## src/rtl/dmc_defs.svh

```systemverilog
`ifndef DMC_DEFS_SVH
`define DMC_DEFS_SVH

`define DMC_CLK_NS 100
// Timing figures in ns, faster grade
`define DMC_T_PCM_NS 230
`define DMC_T_CP_NS 60
`define DMC_T_CAS_NS 75
`define DMC_T_CAS_MAX_NS 10000
`define DMC_T_RP_NS 100
`define DMC_T_RAS_NS 150
`define DMC_T_RAS_MAX_NS 10000
`define DMC_T_RCD_NS 25
`define DMC_T_CWD_NS 110
`define DMC_T_RWD_NS 185
`define DMC_T_CSR_NS 30
`define DMC_T_GDD_NS 30
`define DMC_T_CWL_NS 45
`define DMC_T_REF_NS 4000000
`define DMC_REF_ROWS 256
// Cycle counts: minimums round up, maximums round down
`define DMC_CYC_MIN(ns) (((ns) + `DMC_CLK_NS - 1) / `DMC_CLK_NS)
`define DMC_CYC_MAX(ns) ((ns) / `DMC_CLK_NS)
`define DMC_N_PCM `DMC_CYC_MIN(`DMC_T_PCM_NS)
`define DMC_N_CP `DMC_CYC_MIN(`DMC_T_CP_NS)
`define DMC_N_CAS `DMC_CYC_MIN(`DMC_T_CAS_NS)
`define DMC_N_CAS_MAX `DMC_CYC_MAX(`DMC_T_CAS_MAX_NS)
`define DMC_N_RP `DMC_CYC_MIN(`DMC_T_RP_NS)
`define DMC_N_RAS `DMC_CYC_MIN(`DMC_T_RAS_NS)
`define DMC_N_RAS_MAX `DMC_CYC_MAX(`DMC_T_RAS_MAX_NS)
`define DMC_N_RCD `DMC_CYC_MIN(`DMC_T_RCD_NS)
`define DMC_N_CWD `DMC_CYC_MIN(`DMC_T_CWD_NS)
`define DMC_N_RWD `DMC_CYC_MIN(`DMC_T_RWD_NS)
`define DMC_N_CSR `DMC_CYC_MIN(`DMC_T_CSR_NS)
`define DMC_N_GDD `DMC_CYC_MIN(`DMC_T_GDD_NS)
`define DMC_N_CWL `DMC_CYC_MIN(`DMC_T_CWL_NS)
// Refresh spacing per row, rounded down
`define DMC_N_REF (`DMC_T_REF_NS / `DMC_REF_ROWS / `DMC_CLK_NS)
`define DMC_CNT_W 8
`define DMC_REF_W 10

`endif

```

## src/rtl/dmc_pkg.sv

```systemverilog
package dmc_pkg;
  typedef enum logic [1:0] {
    DMC_OP_READ,
    DMC_OP_WRITE,
    DMC_OP_RMW
  } dmc_op_t;

  typedef struct packed {
    dmc_op_t     op;
    logic [7:0]  row;
    logic [7:0]  col;
    logic [3:0]  wdata;
  } dmc_req_t;

  typedef struct packed {
    logic        ras_n;
    logic        cas_n;
    logic        we_n;
    logic        oe_n;
    logic [7:0]  addr;
    logic [3:0]  dq_out;
    logic        dq_oe;
  } dmc_pins_t;

  typedef enum logic [3:0] {
    DMC_IDLE,
    DMC_ROW,
    DMC_RCD,
    DMC_CASL,
    DMC_WAIT_WE,
    DMC_CASH,
    DMC_PRE,
    DMC_REF_CAS,
    DMC_REF_RAS
  } dmc_state_t;
endpackage

```

## src/rtl/dmc_ctrl.sv

```systemverilog
// How it works
// - Each read-modify-write column cycle lasts at least 230 ns.
// - Column strobe stays high at least 60 ns between pulses.
// - Column strobe low at least 75 ns, at most 10,000 ns.
// - Row strobe high at least 100 ns before the next row cycle.
// - Row strobe low at least 150 ns, at most 10,000 ns.
// - Row strobe falls at least 25 ns before column strobe falls.
// - Read-modify-write: write strobe at least 110 ns after column falls.
// - Read-modify-write: write strobe at least 185 ns after row falls.
// - Refresh: column strobe falls at least 30 ns before row strobe.
// - Output enable is off before write data drives the shared pins.
// - Data waits at least 30 ns after output enable rises.
// - Column low stretches until write delay and write set-up are met.
`include "dmc_defs.svh"
module dmc_ctrl (
  input  wire logic             clk_sys,
  input  wire logic             arst_n,
  input  wire logic             req_valid,
  input  wire dmc_pkg::dmc_req_t req,
  output logic                  req_ready,
  output logic                  rsp_valid,
  output logic [3:0]            rsp_rdata,
  input  wire logic [3:0]       shared_data_pins_in,
  output dmc_pkg::dmc_pins_t    pins
);
  typedef struct packed {
    dmc_pkg::dmc_state_t   st;
    dmc_pkg::dmc_req_t     cur;
    dmc_pkg::dmc_pins_t    pins;
    logic [`DMC_CNT_W-1:0] cnt;
    logic [`DMC_CNT_W-1:0] ras_cnt;
    logic                  ready;
    logic                  rsp;
    logic [3:0]            rdata;
    logic                  ref_ack;
  } dmc_st_t;

  dmc_st_t s_q;
  dmc_st_t s_d;
  logic    ref_due;

  dmc_ref_timer u_ref (
    .clk_sys (clk_sys),
    .arst_n  (arst_n),
    .ack     (s_q.ref_ack),
    .due     (ref_due)
  );

  localparam logic [`DMC_CNT_W-1:0] N_CAS = `DMC_CNT_W'(`DMC_N_CAS);
  localparam logic [`DMC_CNT_W-1:0] N_RAS = `DMC_CNT_W'(`DMC_N_RAS);
  localparam logic [`DMC_CNT_W-1:0] N_RP = `DMC_CNT_W'(`DMC_N_RP);
  localparam logic [`DMC_CNT_W-1:0] N_CP = `DMC_CNT_W'(`DMC_N_CP);
  localparam logic [`DMC_CNT_W-1:0] N_RCD = `DMC_CNT_W'(`DMC_N_RCD);
  localparam logic [`DMC_CNT_W-1:0] N_CWD = `DMC_CNT_W'(`DMC_N_CWD);
  localparam logic [`DMC_CNT_W-1:0] N_RWD = `DMC_CNT_W'(`DMC_N_RWD);
  localparam logic [`DMC_CNT_W-1:0] N_CSR = `DMC_CNT_W'(`DMC_N_CSR);
  localparam logic [`DMC_CNT_W-1:0] N_GDD = `DMC_CNT_W'(`DMC_N_GDD);
  localparam logic [`DMC_CNT_W-1:0] N_CWL = `DMC_CNT_W'(`DMC_N_CWL);
  localparam logic [`DMC_CNT_W-1:0] N_PCM = `DMC_CNT_W'(`DMC_N_PCM);
  localparam logic [`DMC_CNT_W-1:0] ONE = `DMC_CNT_W'(1);
  localparam logic [`DMC_CNT_W-1:0] N_CAS_MAX = `DMC_CNT_W'(`DMC_N_CAS_MAX);

  always_comb begin
    s_d = s_q;
    s_d.rsp = 1'b0;
    s_d.ref_ack = 1'b0;
    s_d.cnt = s_q.cnt + ONE;
    if (!s_q.pins.ras_n) begin
      s_d.ras_cnt = s_q.ras_cnt + ONE;
    end
    unique case (s_q.st)
      dmc_pkg::DMC_IDLE: begin
        s_d.pins.dq_oe = 1'b0;
        s_d.pins.we_n = 1'b1;
        s_d.pins.oe_n = 1'b1;
        // Precharge time is counted from the row release
        if (s_q.cnt >= N_RP - ONE) begin
          // A request met by ready high is owed; refresh waits out that one access
          if (req_valid && s_q.ready) begin
            s_d.ready = 1'b0;
            s_d.cur = req;
            s_d.pins.addr = req.row;
            s_d.st = dmc_pkg::DMC_ROW;
          end else if (ref_due) begin
            s_d.ready = 1'b0;
            s_d.ref_ack = 1'b1;
            s_d.pins.cas_n = 1'b0;
            s_d.cnt = '0;
            s_d.st = dmc_pkg::DMC_REF_CAS;
          end else begin
            s_d.ready = 1'b1;
          end
        end
      end
      dmc_pkg::DMC_ROW: begin
        // Row address was set up one cycle ahead of the strobe
        s_d.pins.ras_n = 1'b0;
        s_d.ras_cnt = '0;
        s_d.cnt = '0;
        s_d.st = dmc_pkg::DMC_RCD;
      end
      dmc_pkg::DMC_RCD: begin
        s_d.pins.addr = s_q.cur.col;
        // Output enable stays high here for writes; idle already raised it ahead of data
        if (s_q.cur.op == dmc_pkg::DMC_OP_WRITE) begin
          s_d.pins.oe_n = 1'b1;
        end else begin
          s_d.pins.oe_n = 1'b0;
        end
        if (s_q.cnt >= N_RCD - ONE && s_q.cnt >= N_GDD - ONE) begin
          s_d.pins.cas_n = 1'b0;
          s_d.cnt = '0;
          if (s_q.cur.op == dmc_pkg::DMC_OP_WRITE) begin
            s_d.pins.we_n = 1'b0;
            s_d.pins.dq_out = s_q.cur.wdata;
            s_d.pins.dq_oe = 1'b1;
          end
          s_d.st = dmc_pkg::DMC_CASL;
        end
      end
      dmc_pkg::DMC_CASL: begin
        if (s_q.cur.op == dmc_pkg::DMC_OP_RMW) begin
          if (s_q.cnt >= N_CWD - ONE && s_q.ras_cnt >= N_RWD - ONE) begin
            s_d.rdata = shared_data_pins_in;
            s_d.pins.oe_n = 1'b1;
            s_d.st = dmc_pkg::DMC_WAIT_WE;
          end
        end else if (s_q.cnt >= N_CAS - ONE && s_q.ras_cnt >= N_RAS - ONE) begin
          s_d.rdata = shared_data_pins_in;
          s_d.rsp = (s_q.cur.op == dmc_pkg::DMC_OP_READ);
          s_d.pins.cas_n = 1'b1;
          s_d.pins.ras_n = 1'b1;
          s_d.cnt = '0;
          s_d.st = dmc_pkg::DMC_PRE;
        end
      end
      dmc_pkg::DMC_WAIT_WE: begin
        // One cycle of output-enable-high before write data
        s_d.pins.we_n = 1'b0;
        s_d.pins.dq_out = s_q.cur.wdata;
        s_d.pins.dq_oe = 1'b1;
        s_d.st = dmc_pkg::DMC_CASH;
        s_d.ras_cnt = s_q.ras_cnt + ONE;
      end
      dmc_pkg::DMC_CASH: begin
        // Column low is stretched until write set-up before release holds
        if (s_q.cnt >= N_PCM - N_CP - ONE && s_q.ras_cnt >= N_RAS - ONE
            && s_q.cnt >= N_CAS - ONE && s_q.cnt >= N_CWD + N_CWL - ONE) begin
          s_d.rsp = 1'b1;
          s_d.pins.cas_n = 1'b1;
          s_d.pins.ras_n = 1'b1;
          s_d.cnt = '0;
          s_d.st = dmc_pkg::DMC_PRE;
        end
      end
      dmc_pkg::DMC_PRE: begin
        // Column high also covers its own minimum; both counted together
        s_d.pins.dq_oe = 1'b0;
        s_d.pins.we_n = 1'b1;
        s_d.pins.oe_n = 1'b1;
        if (s_q.cnt >= N_CP - ONE) begin
          s_d.st = dmc_pkg::DMC_IDLE;
        end
      end
      dmc_pkg::DMC_REF_CAS: begin
        if (s_q.cnt >= N_CSR - ONE) begin
          s_d.pins.ras_n = 1'b0;
          s_d.ras_cnt = '0;
          s_d.cnt = '0;
          s_d.st = dmc_pkg::DMC_REF_RAS;
        end
      end
      dmc_pkg::DMC_REF_RAS: begin
        if (s_q.ras_cnt >= N_RAS - ONE && s_q.cnt >= N_CAS - ONE) begin
          s_d.pins.ras_n = 1'b1;
          s_d.pins.cas_n = 1'b1;
          s_d.cnt = '0;
          s_d.st = dmc_pkg::DMC_PRE;
        end
      end
      default: s_d.st = dmc_pkg::DMC_IDLE;
    endcase
    if (s_d.st == dmc_pkg::DMC_PRE && s_q.st != dmc_pkg::DMC_PRE) begin
      s_d.ready = 1'b0;
    end
  end

  always_ff @(posedge clk_sys or negedge arst_n) begin
    if (!arst_n) begin
      s_q <= '0;
      s_q.pins.ras_n <= 1'b1;
      s_q.pins.cas_n <= 1'b1;
      s_q.pins.we_n <= 1'b1;
      s_q.pins.oe_n <= 1'b1;
      s_q.cnt <= `DMC_CNT_W'(`DMC_N_RP);
    end else begin
      s_q <= s_d;
    end
  end

  assign req_ready = s_q.ready;
  assign rsp_valid = s_q.rsp;
  assign rsp_rdata = s_q.rdata;
  assign pins = s_q.pins;

  // Helper counters for pulse widths
  logic [`DMC_CNT_W-1:0] cas_lo_q;
  logic [`DMC_CNT_W-1:0] cas_hi_q;
  logic [`DMC_CNT_W-1:0] ras_hi_q;
  logic [`DMC_CNT_W-1:0] we_ras_q;
  always_ff @(posedge clk_sys or negedge arst_n) begin
    if (!arst_n) begin
      cas_lo_q <= '0;
      cas_hi_q <= `DMC_CNT_W'(`DMC_N_CP);
      ras_hi_q <= `DMC_CNT_W'(`DMC_N_RP);
    end else begin
      cas_lo_q <= pins.cas_n ? '0 : cas_lo_q + ONE;
      cas_hi_q <= pins.cas_n ? ((&cas_hi_q) ? cas_hi_q : cas_hi_q + ONE) : '0;
      ras_hi_q <= pins.ras_n ? ((&ras_hi_q) ? ras_hi_q : ras_hi_q + ONE) : '0;
    end
  end
  assign we_ras_q = s_q.ras_cnt;

  property p_cas_low_min;
    @(posedge clk_sys) disable iff (!arst_n)
      $rose(pins.cas_n) |-> $past(cas_lo_q) >= N_CAS - ONE;
  endproperty
  a_cas_low_min: assert property (p_cas_low_min) else $error("column low too short");

  property p_cas_low_max;
    @(posedge clk_sys) disable iff (!arst_n)
      !pins.cas_n |-> cas_lo_q < N_CAS_MAX;
  endproperty
  a_cas_low_max: assert property (p_cas_low_max) else $error("column low too long");

  property p_cas_high_min;
    @(posedge clk_sys) disable iff (!arst_n)
      $fell(pins.cas_n) |-> $past(cas_hi_q) >= N_CP;
  endproperty
  a_cas_high_min: assert property (p_cas_high_min) else $error("column high too short");

  property p_ras_high_min;
    @(posedge clk_sys) disable iff (!arst_n)
      $fell(pins.ras_n) |-> $past(ras_hi_q) >= N_RP;
  endproperty
  a_ras_high_min: assert property (p_ras_high_min) else $error("row precharge too short");

  property p_ras_low_min;
    @(posedge clk_sys) disable iff (!arst_n)
      $rose(pins.ras_n) |-> $past(s_q.ras_cnt) >= N_RAS - ONE;
  endproperty
  a_ras_low_min: assert property (p_ras_low_min) else $error("row low too short");

  // An access column strobe must not fall on the edge that lowers the row strobe
  property p_rcd;
    @(posedge clk_sys) disable iff (!arst_n)
      $fell(pins.cas_n) && !pins.ras_n |-> !$past(pins.ras_n);
  endproperty
  a_rcd: assert property (p_rcd) else $error("column fell with row");

  property p_cbr;
    @(posedge clk_sys) disable iff (!arst_n)
      $fell(pins.ras_n) && !pins.cas_n |-> !$past(pins.cas_n);
  endproperty
  a_cbr: assert property (p_cbr) else $error("refresh column lead too short");

  property p_oe_before_data;
    @(posedge clk_sys) disable iff (!arst_n)
      $rose(pins.dq_oe) |-> $past(pins.oe_n) && pins.oe_n;
  endproperty
  a_oe_before_data: assert property (p_oe_before_data) else $error("data with output on");

  property p_rmw_we;
    @(posedge clk_sys) disable iff (!arst_n)
      $fell(pins.we_n) && s_q.cur.op == dmc_pkg::DMC_OP_RMW
        |-> $past(s_q.cnt) >= N_CWD && $past(we_ras_q) >= N_RWD;
  endproperty
  a_rmw_we: assert property (p_rmw_we) else $error("write strobe too early");

  property p_ras_max;
    @(posedge clk_sys) disable iff (!arst_n)
      !pins.ras_n |-> s_q.ras_cnt < `DMC_CNT_W'(100);
  endproperty
  a_ras_max: assert property (p_ras_max) else $error("row low too long");

  c_read: cover property (@(posedge clk_sys) disable iff (!arst_n)
    rsp_valid && s_q.cur.op == dmc_pkg::DMC_OP_READ);
  c_rmw: cover property (@(posedge clk_sys) disable iff (!arst_n)
    rsp_valid && s_q.cur.op == dmc_pkg::DMC_OP_RMW);
  c_ref: cover property (@(posedge clk_sys) disable iff (!arst_n)
    s_q.st == dmc_pkg::DMC_REF_RAS);
endmodule // dmc_ctrl

```

## src/rtl/dmc_ref_timer.sv

```systemverilog
`include "dmc_defs.svh"
module dmc_ref_timer (
  input  wire logic clk_sys,
  input  wire logic arst_n,
  input  wire logic ack,
  output logic      due
);
  typedef struct packed {
    logic [`DMC_REF_W-1:0] cnt;
    logic                  due;
  } dmc_rt_t;
  dmc_rt_t s_q;
  dmc_rt_t s_d;

  always_comb begin
    s_d = s_q;
    if (s_q.cnt == `DMC_REF_W'(`DMC_N_REF - 1)) begin
      s_d.cnt = '0;
      s_d.due = 1'b1;
    end else begin
      s_d.cnt = s_q.cnt + `DMC_REF_W'(1);
    end
    // A new tick wins over the acknowledge
    if (ack && !(s_q.cnt == `DMC_REF_W'(`DMC_N_REF - 1))) begin
      s_d.due = 1'b0;
    end
  end

  always_ff @(posedge clk_sys or negedge arst_n) begin
    if (!arst_n) begin
      s_q <= '0;
    end else begin
      s_q <= s_d;
    end
  end
  assign due = s_q.due;
endmodule // dmc_ref_timer

```

## config.mk

```make
export PLATFORM = sky130hd
export DESIGN_NAME = dmc_ctrl
export DESIGN_NICKNAME = d
export VERILOG_FILES = /design/src/rtl/dmc_pkg.sv /design/src/rtl/dmc_ctrl.sv /design/src/rtl/dmc_ref_timer.sv
export VERILOG_INCLUDE_DIRS = /design/src /design/src/rtl
export SDC_FILE = /design/constraint.sdc
export NUM_CORES = 1
export LEC_CHECK = 0
export BUFFER_PORTS_ARGS = -buffer_cell sky130_fd_sc_hd__buf_4
export CORE_UTILIZATION = 55
export CTS_BUF_LIST = sky130_fd_sc_hd__clkbuf_4
export CTS_CLUSTER_DIAMETER = 80
export DETAILED_ROUTE_END_ITERATION = 12
export HOLD_SLACK_MARGIN = 0.02
export PLACE_DENSITY = 0.87
export SLEW_MARGIN = 20
export SYNTH_ARGS = -nofsm -noshare
export SYNTH_HDL_FRONTEND = slang
export SYNTH_SLANG_ARGS = --single-unit
export TNS_END_PERCENT = 30
```

## constraint.sdc

```tcl
create_clock -name clk_sys -period 3.45 [get_ports clk_sys]
set_input_delay 0.5175 -clock clk_sys [delete_from_list [all_inputs] [get_ports clk_sys]]
set_output_delay 0.5175 -clock clk_sys [all_outputs]
set_load 0.01 [all_outputs]
```

# Word-level counts from Yosys, hierarchy flattened
# Cells that the tools add are included.
# totals
reg_bits	77
inputBits	29
out_inout_bits	23
wordCells	145
# classes
addsub	3
n_lt_le_gt_ge	4
n_eq_ne	25
n_mux	63
reduce_logical	30
# ops
op	n
$mux W8	9
$pmux W8 S7	1
$mux W4	11
$pmux W4 S9	1
$mux W26	1
$ge A8 B1 Y1 const B	3
$pmux W8 S3	1
$mux W22	1
$mux W1	21
$eq A4 B3 Y1 const B	5
$ne A2 B2 Y1 const B	10
$reduce_and A3 Y1	6
$add A8 B1 Y8 const B	2
$mux W16	1
$pmux W8 S2	1
$mux W13	1
$reduce_bool A2 Y1	6
$add A10 B1 Y10 const B	1
$eq A10 B8 Y1 const B	1
$mux W10	1
$mux W5	2
$pmux W1 S5	2
$reduce_bool A5 Y1	2
$pmux W1 S3	3
other kinds (20)	32

# Logic depth before layout (Yosys ltp)
# Gate-level depths: netlist of the first run.
# depth
depth_word	10
mapped_depth	7
depth_no_buf	6

# Modules after synthesis
# From an unflattened synthesis of the first run, not the netlist that was laid out.
# unflattened
hier_cells	335
hier_area_um2	3653.5
# modules_own_cells
module	n_inst	cells_per_inst	area_each_um2
dmc_ctrl	1	288	3130.5
dmc_ref_timer	1	47	523.0

# Worst setup path after synthesis of the first run
# No wires, ideal clock.
# synth_timing
path_type	register -> register
start	register s_q[15] (netlist bit)
end	register s_q[16] (netlist bit)
setup_ns	0.139
t_arrival_ns	1.688
t_required_ns	3.311
slack_ns	1.622
path_stages_with_launch	8
synth_period_minus_slack_ns	1.828
path_cell_list	dfstp_2 -> inv_1 -> ha_1 -> nor2b_1 -> o211ai_1 -> a211o_1 -> clkbuf_1 -> a31oi_1
# synth_rtl
item	line_no	text
from (decl)	dmc_ctrl.sv:38	dmc_st_t s_q;

# Worst setup path after layout of the first run
# layout_timing
start	register s_q[65] (netlist bit)
end	register pins[7] (netlist name)
# layout_via
elab_chain_cells	3
word_cells_on_any_way	7
# layout_lines
item	line_no	text
$eq A4 B2 Y1 / $logic_not A4 Y1 (equally long branches)	dmc_ctrl.sv:71	unique case (s_q.st)
$reduce_bool A2 Y1 (no source line) / $ne A2 B2 Y1 (equally long branches)	n/a	
$reduce_and A3 Y1 (no source line)	n/a	
# Parallel ways exist; a longest one is shown, timed or not.
# A chain may end at the register's enable or synchronous reset.

==> results of run 1 <==
[layer usage]
layer	share of wire [%]	wire length [microns]	vias to the layer above	track usage (%)
li1	-	-	1241	-
met1	42	2940	1279	28.3
met2	52	3680	61	37.8
met3	3.8	271	16	4.40
met4	2.3	163	0	11.7
met5	0	0	-	0
[final cells by class]
type | instances | share of cell area (%)
flip-flops and latches | 69 | 43.4
repair buffers | 51 | 9.59
multi-input cells | 220 | 40.3
well taps | 77 | 2.41
clock inverters | 7 | 1.63
inverters | 10 | 0.940
clock buffers | 9 | 1.69
[how the worst max path moves through the flow]
stage                     slack, ps                  end         startpoint  cells after the start
after floorplan                1620    s_q[16]$_DFF_PN0_  s_q[15]$_DFF_PN1_                      7
after global placement         1190  pins[7]$_DFFE_PN0P_  s_q[64]$_DFF_PN0_                      4
after detailed placement       1130  pins[7]$_DFFE_PN0P_  s_q[64]$_DFF_PN0_                      4
after CTS                      1130  pins[7]$_DFFE_PN0P_  s_q[64]$_DFF_PN0_                      4
after global routing            990  pins[7]$_DFFE_PN0P_  s_q[64]$_DFF_PN0_                      4
final                          1090  pins[7]$_DFFE_PN0P_  s_q[65]$_DFF_PN0_                      4
[synth_stat cells (all sizes together), types with 2 or more instances]
cell type and instances:
nand3 16, a22oi 2, nor2b 7, nand4 4, clkbuf 2, ha 8, a21oi 13, or4 2
o221a 3, nor3 5, a31oi 8, o32a 2, o21ai 7, or2 2, and3 8, dfstp 5
mux2 22, a21o 9, mux2i 3, nor2 23, buf 28, o211ai 4, a22o 10, nor4 3
a211o 2, inv 10, nand2 14, nand2b 6, o21a 3, xnor2 6, xor2 9, dfrtp 64
[worst max-delay path, cell delays in order (launching register included)]
cell	delay, ps
dfrtp_1	580
or4_4	620
nor2_4	500
nor2_1	290
a21o_1	250
[sequential cells by signal, indices dropped and copies added (netlist names)]
signal,cells
s_q,27
u_ref.due,1
we_ras_q,8
pins,17
u_ref.s_q,10
req_ready,1
rsp_valid,1
rsp_rdata,4
[metrics by stage]
stage	cells	total power [uW]	utilization, %
after floorplan	329	2450	-
after global placement	427	2700	61.1
after detailed placement	427	2780	61.1
after CTS	443	3290	63.2
after global routing	443	3500	63.2
final	443	3280	63.2
[kinds of logic (layout without fill, tap and decap cells)]
logic type | Yosys count | after routing
DFF | 69 | 69
buffers and inverters | 40 | 77
AOI/OAI and AO/OA | 75 | 75
xor gates and xnor gates | 15 | 15
and+or+nand+nor | 97 | 97
adders and majority gates | 8 | 8
muxes | 25 | 25
[layout by cell type, fill, tap and decap left out, drive strengths merged, types with 2 or more instances in the layout]
cell type / synthesis / routed
dfrtp: 64 / 64
buf: 28 / 51
nor2: 23 / 23
mux2: 22 / 22
nand3: 16 / 16
inv: 10 / 15
nand2: 14 / 14
a21oi: 13 / 13
a22o: 10 / 10
a21o: 9 / 9
xor2: 9 / 9
clkbuf: 2 / 9
a31oi: 8 / 8
and3: 8 / 8
ha: 8 / 8
nor2b: 7 / 7
o21ai: 7 / 7
xnor2: 6 / 6
nand2b: 6 / 6
nor3: 5 / 5
dfstp: 5 / 5
o211ai: 4 / 4
nand4: 4 / 4
o21a: 3 / 3
mux2i: 3 / 3
nor4: 3 / 3
o221a: 3 / 3
a211o: 2 / 2
a22oi: 2 / 2
o32a: 2 / 2
or2: 2 / 2
or4: 2 / 2
[where the power goes]
part	internal [uW]	total, uW	switching (uW)
Sequential	1090	1340	249
Clock	166	508	342
Combinational	700	1430	732
Total	1950	3280	1320
==> run_results.csv, run 1 <==
group,metric,value,unit
run_status,outcome,"finished, final reports clean",
routing,dr.pass1.iters,4,
worst_setup_path,endpoint_kind,"flip-flop",
die,die_x,82.7,microns
logic_synthesis,synth.area.mux_share,7.75,%
final_layout,num-fill-cells,518,
placement,portBuffers,51,
clocking,cts_resized,0,
logic_synthesis,async_flop_share,100,%
clocking,clock_path_buffers,2,
power_and_ir_drop,peakVddDrop,0.493,mV
routing,routed_wl,7060,microns
logic_synthesis,syn-cell-area,3580,sq um
final_layout,multiInputGateArea,1610,sq um
worst_setup_path,required,3790,ps
worst_setup_path,criticalPathCategory,"flip-flop to flip-flop",
worst_setup_path,cp_max_fo,24,
placement,place_area,3860,sq um
logic_synthesis,synth-simple-area-share,15.3,%
die,initial_core_util,56.8,%
logic_synthesis,synth_top_family_by_area,"compound AO/OA/AOI/OAI gates",
worst_setup_path,r2r-end,"pins[7]$_DFFE_PN0P_",
routing,drtAntennaViolNets,0,
clocking,path_clk_slew,130,ps
power_and_ir_drop,leakagePower,0.00186,uW
final_layout,num_antenna_cells,0,
timing,max_clock_freq,425,MHz
die,pin_count,52,
clocking,root_buffer,"clkbuf_4",
timing,fin_skew,21.1,ps
timing,rsz0062_at_grt,"false",
logic_synthesis,netlist.area_leader.share,44.7,%
clocking,clock_sinks,69,
worst_setup_path,worstPathArrival,2690,ps
global_routing,grt-ovfl-total,0,
power_and_ir_drop,power_density,820,nW/um^2
timing,post-route-period-util,68.3,%
routing,drc_errors,0,
die,core-area,6310,sq um
logic_synthesis,synthAdderAreaFrac,2.79,%
die,num_rows,29,
logic_synthesis,yosysTopAreaCell,"dfrtp_1",
worst_setup_path,reg2reg_depth,4,
clocking,clock_latency,450,ps
timing,holdWs,168,ps
global_routing,track_usage,22.8,%
timing,relSlewSlack,42.6,%
placement,place.gp.congestion,0.935,
die,fp.dieArea,6840,sq um
global_routing,grt_pass1_vias,2576,
final_layout,nets,398,
routing,drt_iter0_markers,153,
global_routing,grt_max_degree,70,
final_layout,final-seq-area,1730,sq um
logic_synthesis,synth-seq-area-share,48.3,%
logic_synthesis,netlist_instances,329,
final_layout,area_growth,11.4,%
placement,pre_cts_ws,1130,ps
timing,worstMarginPinSlew,861,ps
timing,hold_violations,0,
run,timing.max_cap.violations,0,
clocking,cts_tree,"yes",
min_path,hold_path_class,"input port to async pin",
placement,dp_hpwl,4990,microns
final_layout,stdcell_area,3990,sq um
routing,viasPerCell,5.86,
routing,post_drt_wl_per_cell,15.9,microns
logic_synthesis,synthXorXnorAreaFrac,3.66,%
logic_synthesis,syn-num-nets,366,
timing,setup_viol,0,
clocking,ctsHtreeMaxLevel,3,
timing,tns,0,ps
timing,finalCriticalPeriod,2360,ps
logic_synthesis,ys_ff_latch,69,
final_layout,drive_above_1_share,29.8,%
logic_synthesis,synthTopCellsByArea,"dfrtp_1 45%, mux2_2 6.9%, buf_4 4.8%, dfstp_2 3.7%, ha_1 2.8%",
logic_synthesis,ys_warn_count,0,
timing,fin_ws,1090,ps
die,die_y,82.7,microns
clocking,post-cts-setup-buffer-count,0,
timing,slew_viol_final,0,
worst_setup_path,rrSetupSlack,1090,ps
logic_synthesis,ys_types,60,
logic_synthesis,avgSynthCellArea,10.9,sq um
worst_setup_path,rr_startpoint,"s_q[65]$_DFF_PN0_",
worst_setup_path,cp-start-kind,"flip-flop",
global_routing,grt_pass1_wl,11500,microns
logic_synthesis,synth_ff_type,"dfrtp_1",
logic_synthesis,synth_edf_count,0,
clocking,cts_made_buffers,9,
routing,vias,2597,
logic_synthesis,synth_compound_area_share,15.5,%
clocking,ctsHoldBuffers,0,
global_routing,antenna_found_initial,0,
Note: power is estimated with default switching activity, not from simulation.
==> run 2, diff against run 1 <==
CORE_UTILIZATION = 53   (was 55)
PLACE_DENSITY = 0.88   (was 0.87)
clock period = 1.93 ns   (was 3.45 ns; I/O delays follow)
==> run_results.csv, run 2 (synthesized netlist as in run 1, its figures left out) <==
group,metric,value,unit
timing,worstMarginPinSlew,469,ps
power_and_ir_drop,p_clk_share,16.8,%
min_path,hold_path_class,"input port to flip-flop",
power_and_ir_drop,p_comb_share,46.3,%
timing,fin_skew,14.5,ps
power_and_ir_drop,power_density,1500,nW/um^2
timing,relSlewSlack,68.7,%
run_status,violations,"design-rule violations",
die,num_rows,29,
worst_setup_path,r2r-end,"s_q[47]$_DFFE_PN0P_",
routing,drc_errors,2,
routing,drtAntennaViolNets,0,
global_routing,grt_pass1_vias,2733,
routing,post_drt_wl_per_cell,16.6,microns
timing,tns,0,ps
routing,drt_iter0_markers,227,
worst_setup_path,endpoint_kind,"flip-flop",
worst_setup_path,rr_startpoint,"s_q[65]$_DFF_PN0_",
final_layout,top_regs,"s_q: 27 flops, pins: 17 flops, u_ref.s_q: 10 flops",
clocking,cts_made_buffers,9,
final_layout,largest_reg_flops,27,
clocking,root_buffer,"clkbuf_4",
final_layout,layout_common_cells,"65 x buf_4, 63 x dfrtp_1, 22 x nor2_1, 22 x mux2_2, 16 x nand3_1",
power_and_ir_drop,leakagePower,0.00198,uW
worst_setup_path,rrSetupSlack,70,ps
final_layout,drive_above_1_share,33.9,%
global_routing,grt_pass1_wl,13000,microns
die,core-area,6420,sq um
power_and_ir_drop,p_switching,2390,uW
final_layout,nets,416,
worst_setup_path,reg2reg_depth,4,
power_and_ir_drop,peakVddDrop,0.955,mV
timing,fin_ws,72.1,ps
routing,viasPerCell,5.88,
timing,max_clock_freq,538,MHz
placement,dp_hpwl,5680,microns
worst_setup_path,critPathLaunch,"s_q[65]$_DFF_PN0_",
global_routing,grt-ovfl-total,0,
timing,setup_viol,0,
worst_setup_path,cp-start-kind,"flip-flop",
global_routing,grt_max_degree,38,
global_routing,antenna_found_initial,0,
min_path,hold_start,"req[2]",
routing,dr.pass1.iters,8,
final_layout,finalCoreUtilization,65.7,%
die,die_y,84.2,microns
power_and_ir_drop,finalPower,6330,uW
final_layout,area_growth,17.7,%
die,fp.dieArea,7100,sq um
placement,place_area,4030,sq um
clocking,path_clk_slew,120,ps
die,pin_count,52,
die,die_x,84.2,microns
power_and_ir_drop,p_int,3940,uW
worst_setup_path,criticalPathCategory,"flip-flop to flip-flop",
min_path,holdPathEnd,"s_q[42]$_DFFE_PN0P_",
placement,pre_cts_ws,53.2,ps
placement,portBuffers,51,
clocking,ctsHtreeMaxLevel,3,
min_path,hold_depth,2,
final_layout,num_antenna_cells,0,
placement,place.gp.congestion,0.924,
timing,rsz0062_at_grt,"true",
power_and_ir_drop,sw_frac_of_total,37.7,%
clocking,clock_latency,420,ps
worst_setup_path,cp_max_fo,14,
clocking,clock_path_buffers,2,
timing,slew_viol_final,0,
run,timing.max_cap.violations,0,
global_routing,track_usage,23.3,%
worst_setup_path,worstPathArrival,2160,ps
power_and_ir_drop,pwr-share-seq,36.9,%
clocking,cts_tree,"yes",
routing,routed_wl,7670,microns
clocking,clock_sinks,69,
die,initial_core_util,55.8,%
routing,vias,2712,
worst_setup_path,required,2230,ps
timing,finalCriticalPeriod,1860,ps
final_layout,stdcell_area,4220,sq um
timing,post-route-period-util,96.3,%
timing,hold_violations,0,
final_layout,layout_commonest_cell,"buf_4",
run_status,outcome,"finished, violations left",
final_layout,largest_register,"s_q",
## run 2: changes by cell type in the layout (fill, tap and decap cells not counted), moves of 2 or more
cell       delta
buf_4        +14
clkinv_4      +3
bufinv_16     +2
a211o_1       -2
buf_12        +3
inv_6         -3
a211o_2       +2
inv_8         -2
## run 2: through the flow
stage               std cells  hold slack [ps]
floorplan                 329            -6.09
global placement          444              274
detailed placement        444              282
CTS                       461             81.2
global route              461             85.9
finish                    461             99.6
## run 2: how the worst max path moves through the flow
stage / end / slack (ps) / cells past startpoint
floorplan: s_q[16]$_DFF_PN0_ / 100 / 7
global placement: s_q[21]$_DFF_PN0_ / 130 / 6
detailed placement: s_q[20]$_DFF_PN0_ / 50 / 6
CTS: s_q[20]$_DFF_PN0_ / 30 / 6
global route: rsp_rdata[2]$_DFFE_PN0P_ / -20 / 6
finish: s_q[47]$_DFFE_PN0P_ / 70 / 4
## run 2: per-layer routing
metal  up-vias  GRT usage (%)  part of all wire [%]
li1       1277              -                     -
met5         -              0                     0
met4         0           8.78                   2.1
met2        78           39.1                    52
met3        18           5.11                   4.3
met1      1339           29.6                    41
## run 2: repair_timing
action / in CTS / in global routing
endpoints found under the setup margin: 0 / 14
setup buffers: 0 / 0
gates resized for setup: 0 / 5
hold endpoints to repair: 34 / 0
hold buffers: 1 / 0
## run 2: power by group through the flow
stage	Combinational, uW	Clock (uW)	Sequential (uW)
floorplan	2180	0	2210
global placement	2750	0	2310
detailed placement	2850	0	2350
CTS	2880	1080	2320
global route	3160	1140	2390
finish	2930	1060	2340
## run 2: cell type report
cell class	count	area [sq um]
Multi-Input combinational cell	220	1620
Clock inverter	7	100
Timing Repair Buffer	69	558
Clock buffer	9	67.6
Sequential cell	69	1730
Inverter	10	37.5
Fill cell	465	2200
Tap cell	77	96.3
## run 2: worst max-delay path, stage by stage, from the launching register on
cell,delay [ps]
dfrtp_1,480
or4_4,580
nor2_4,180
buf_12,160
mux2_2,350
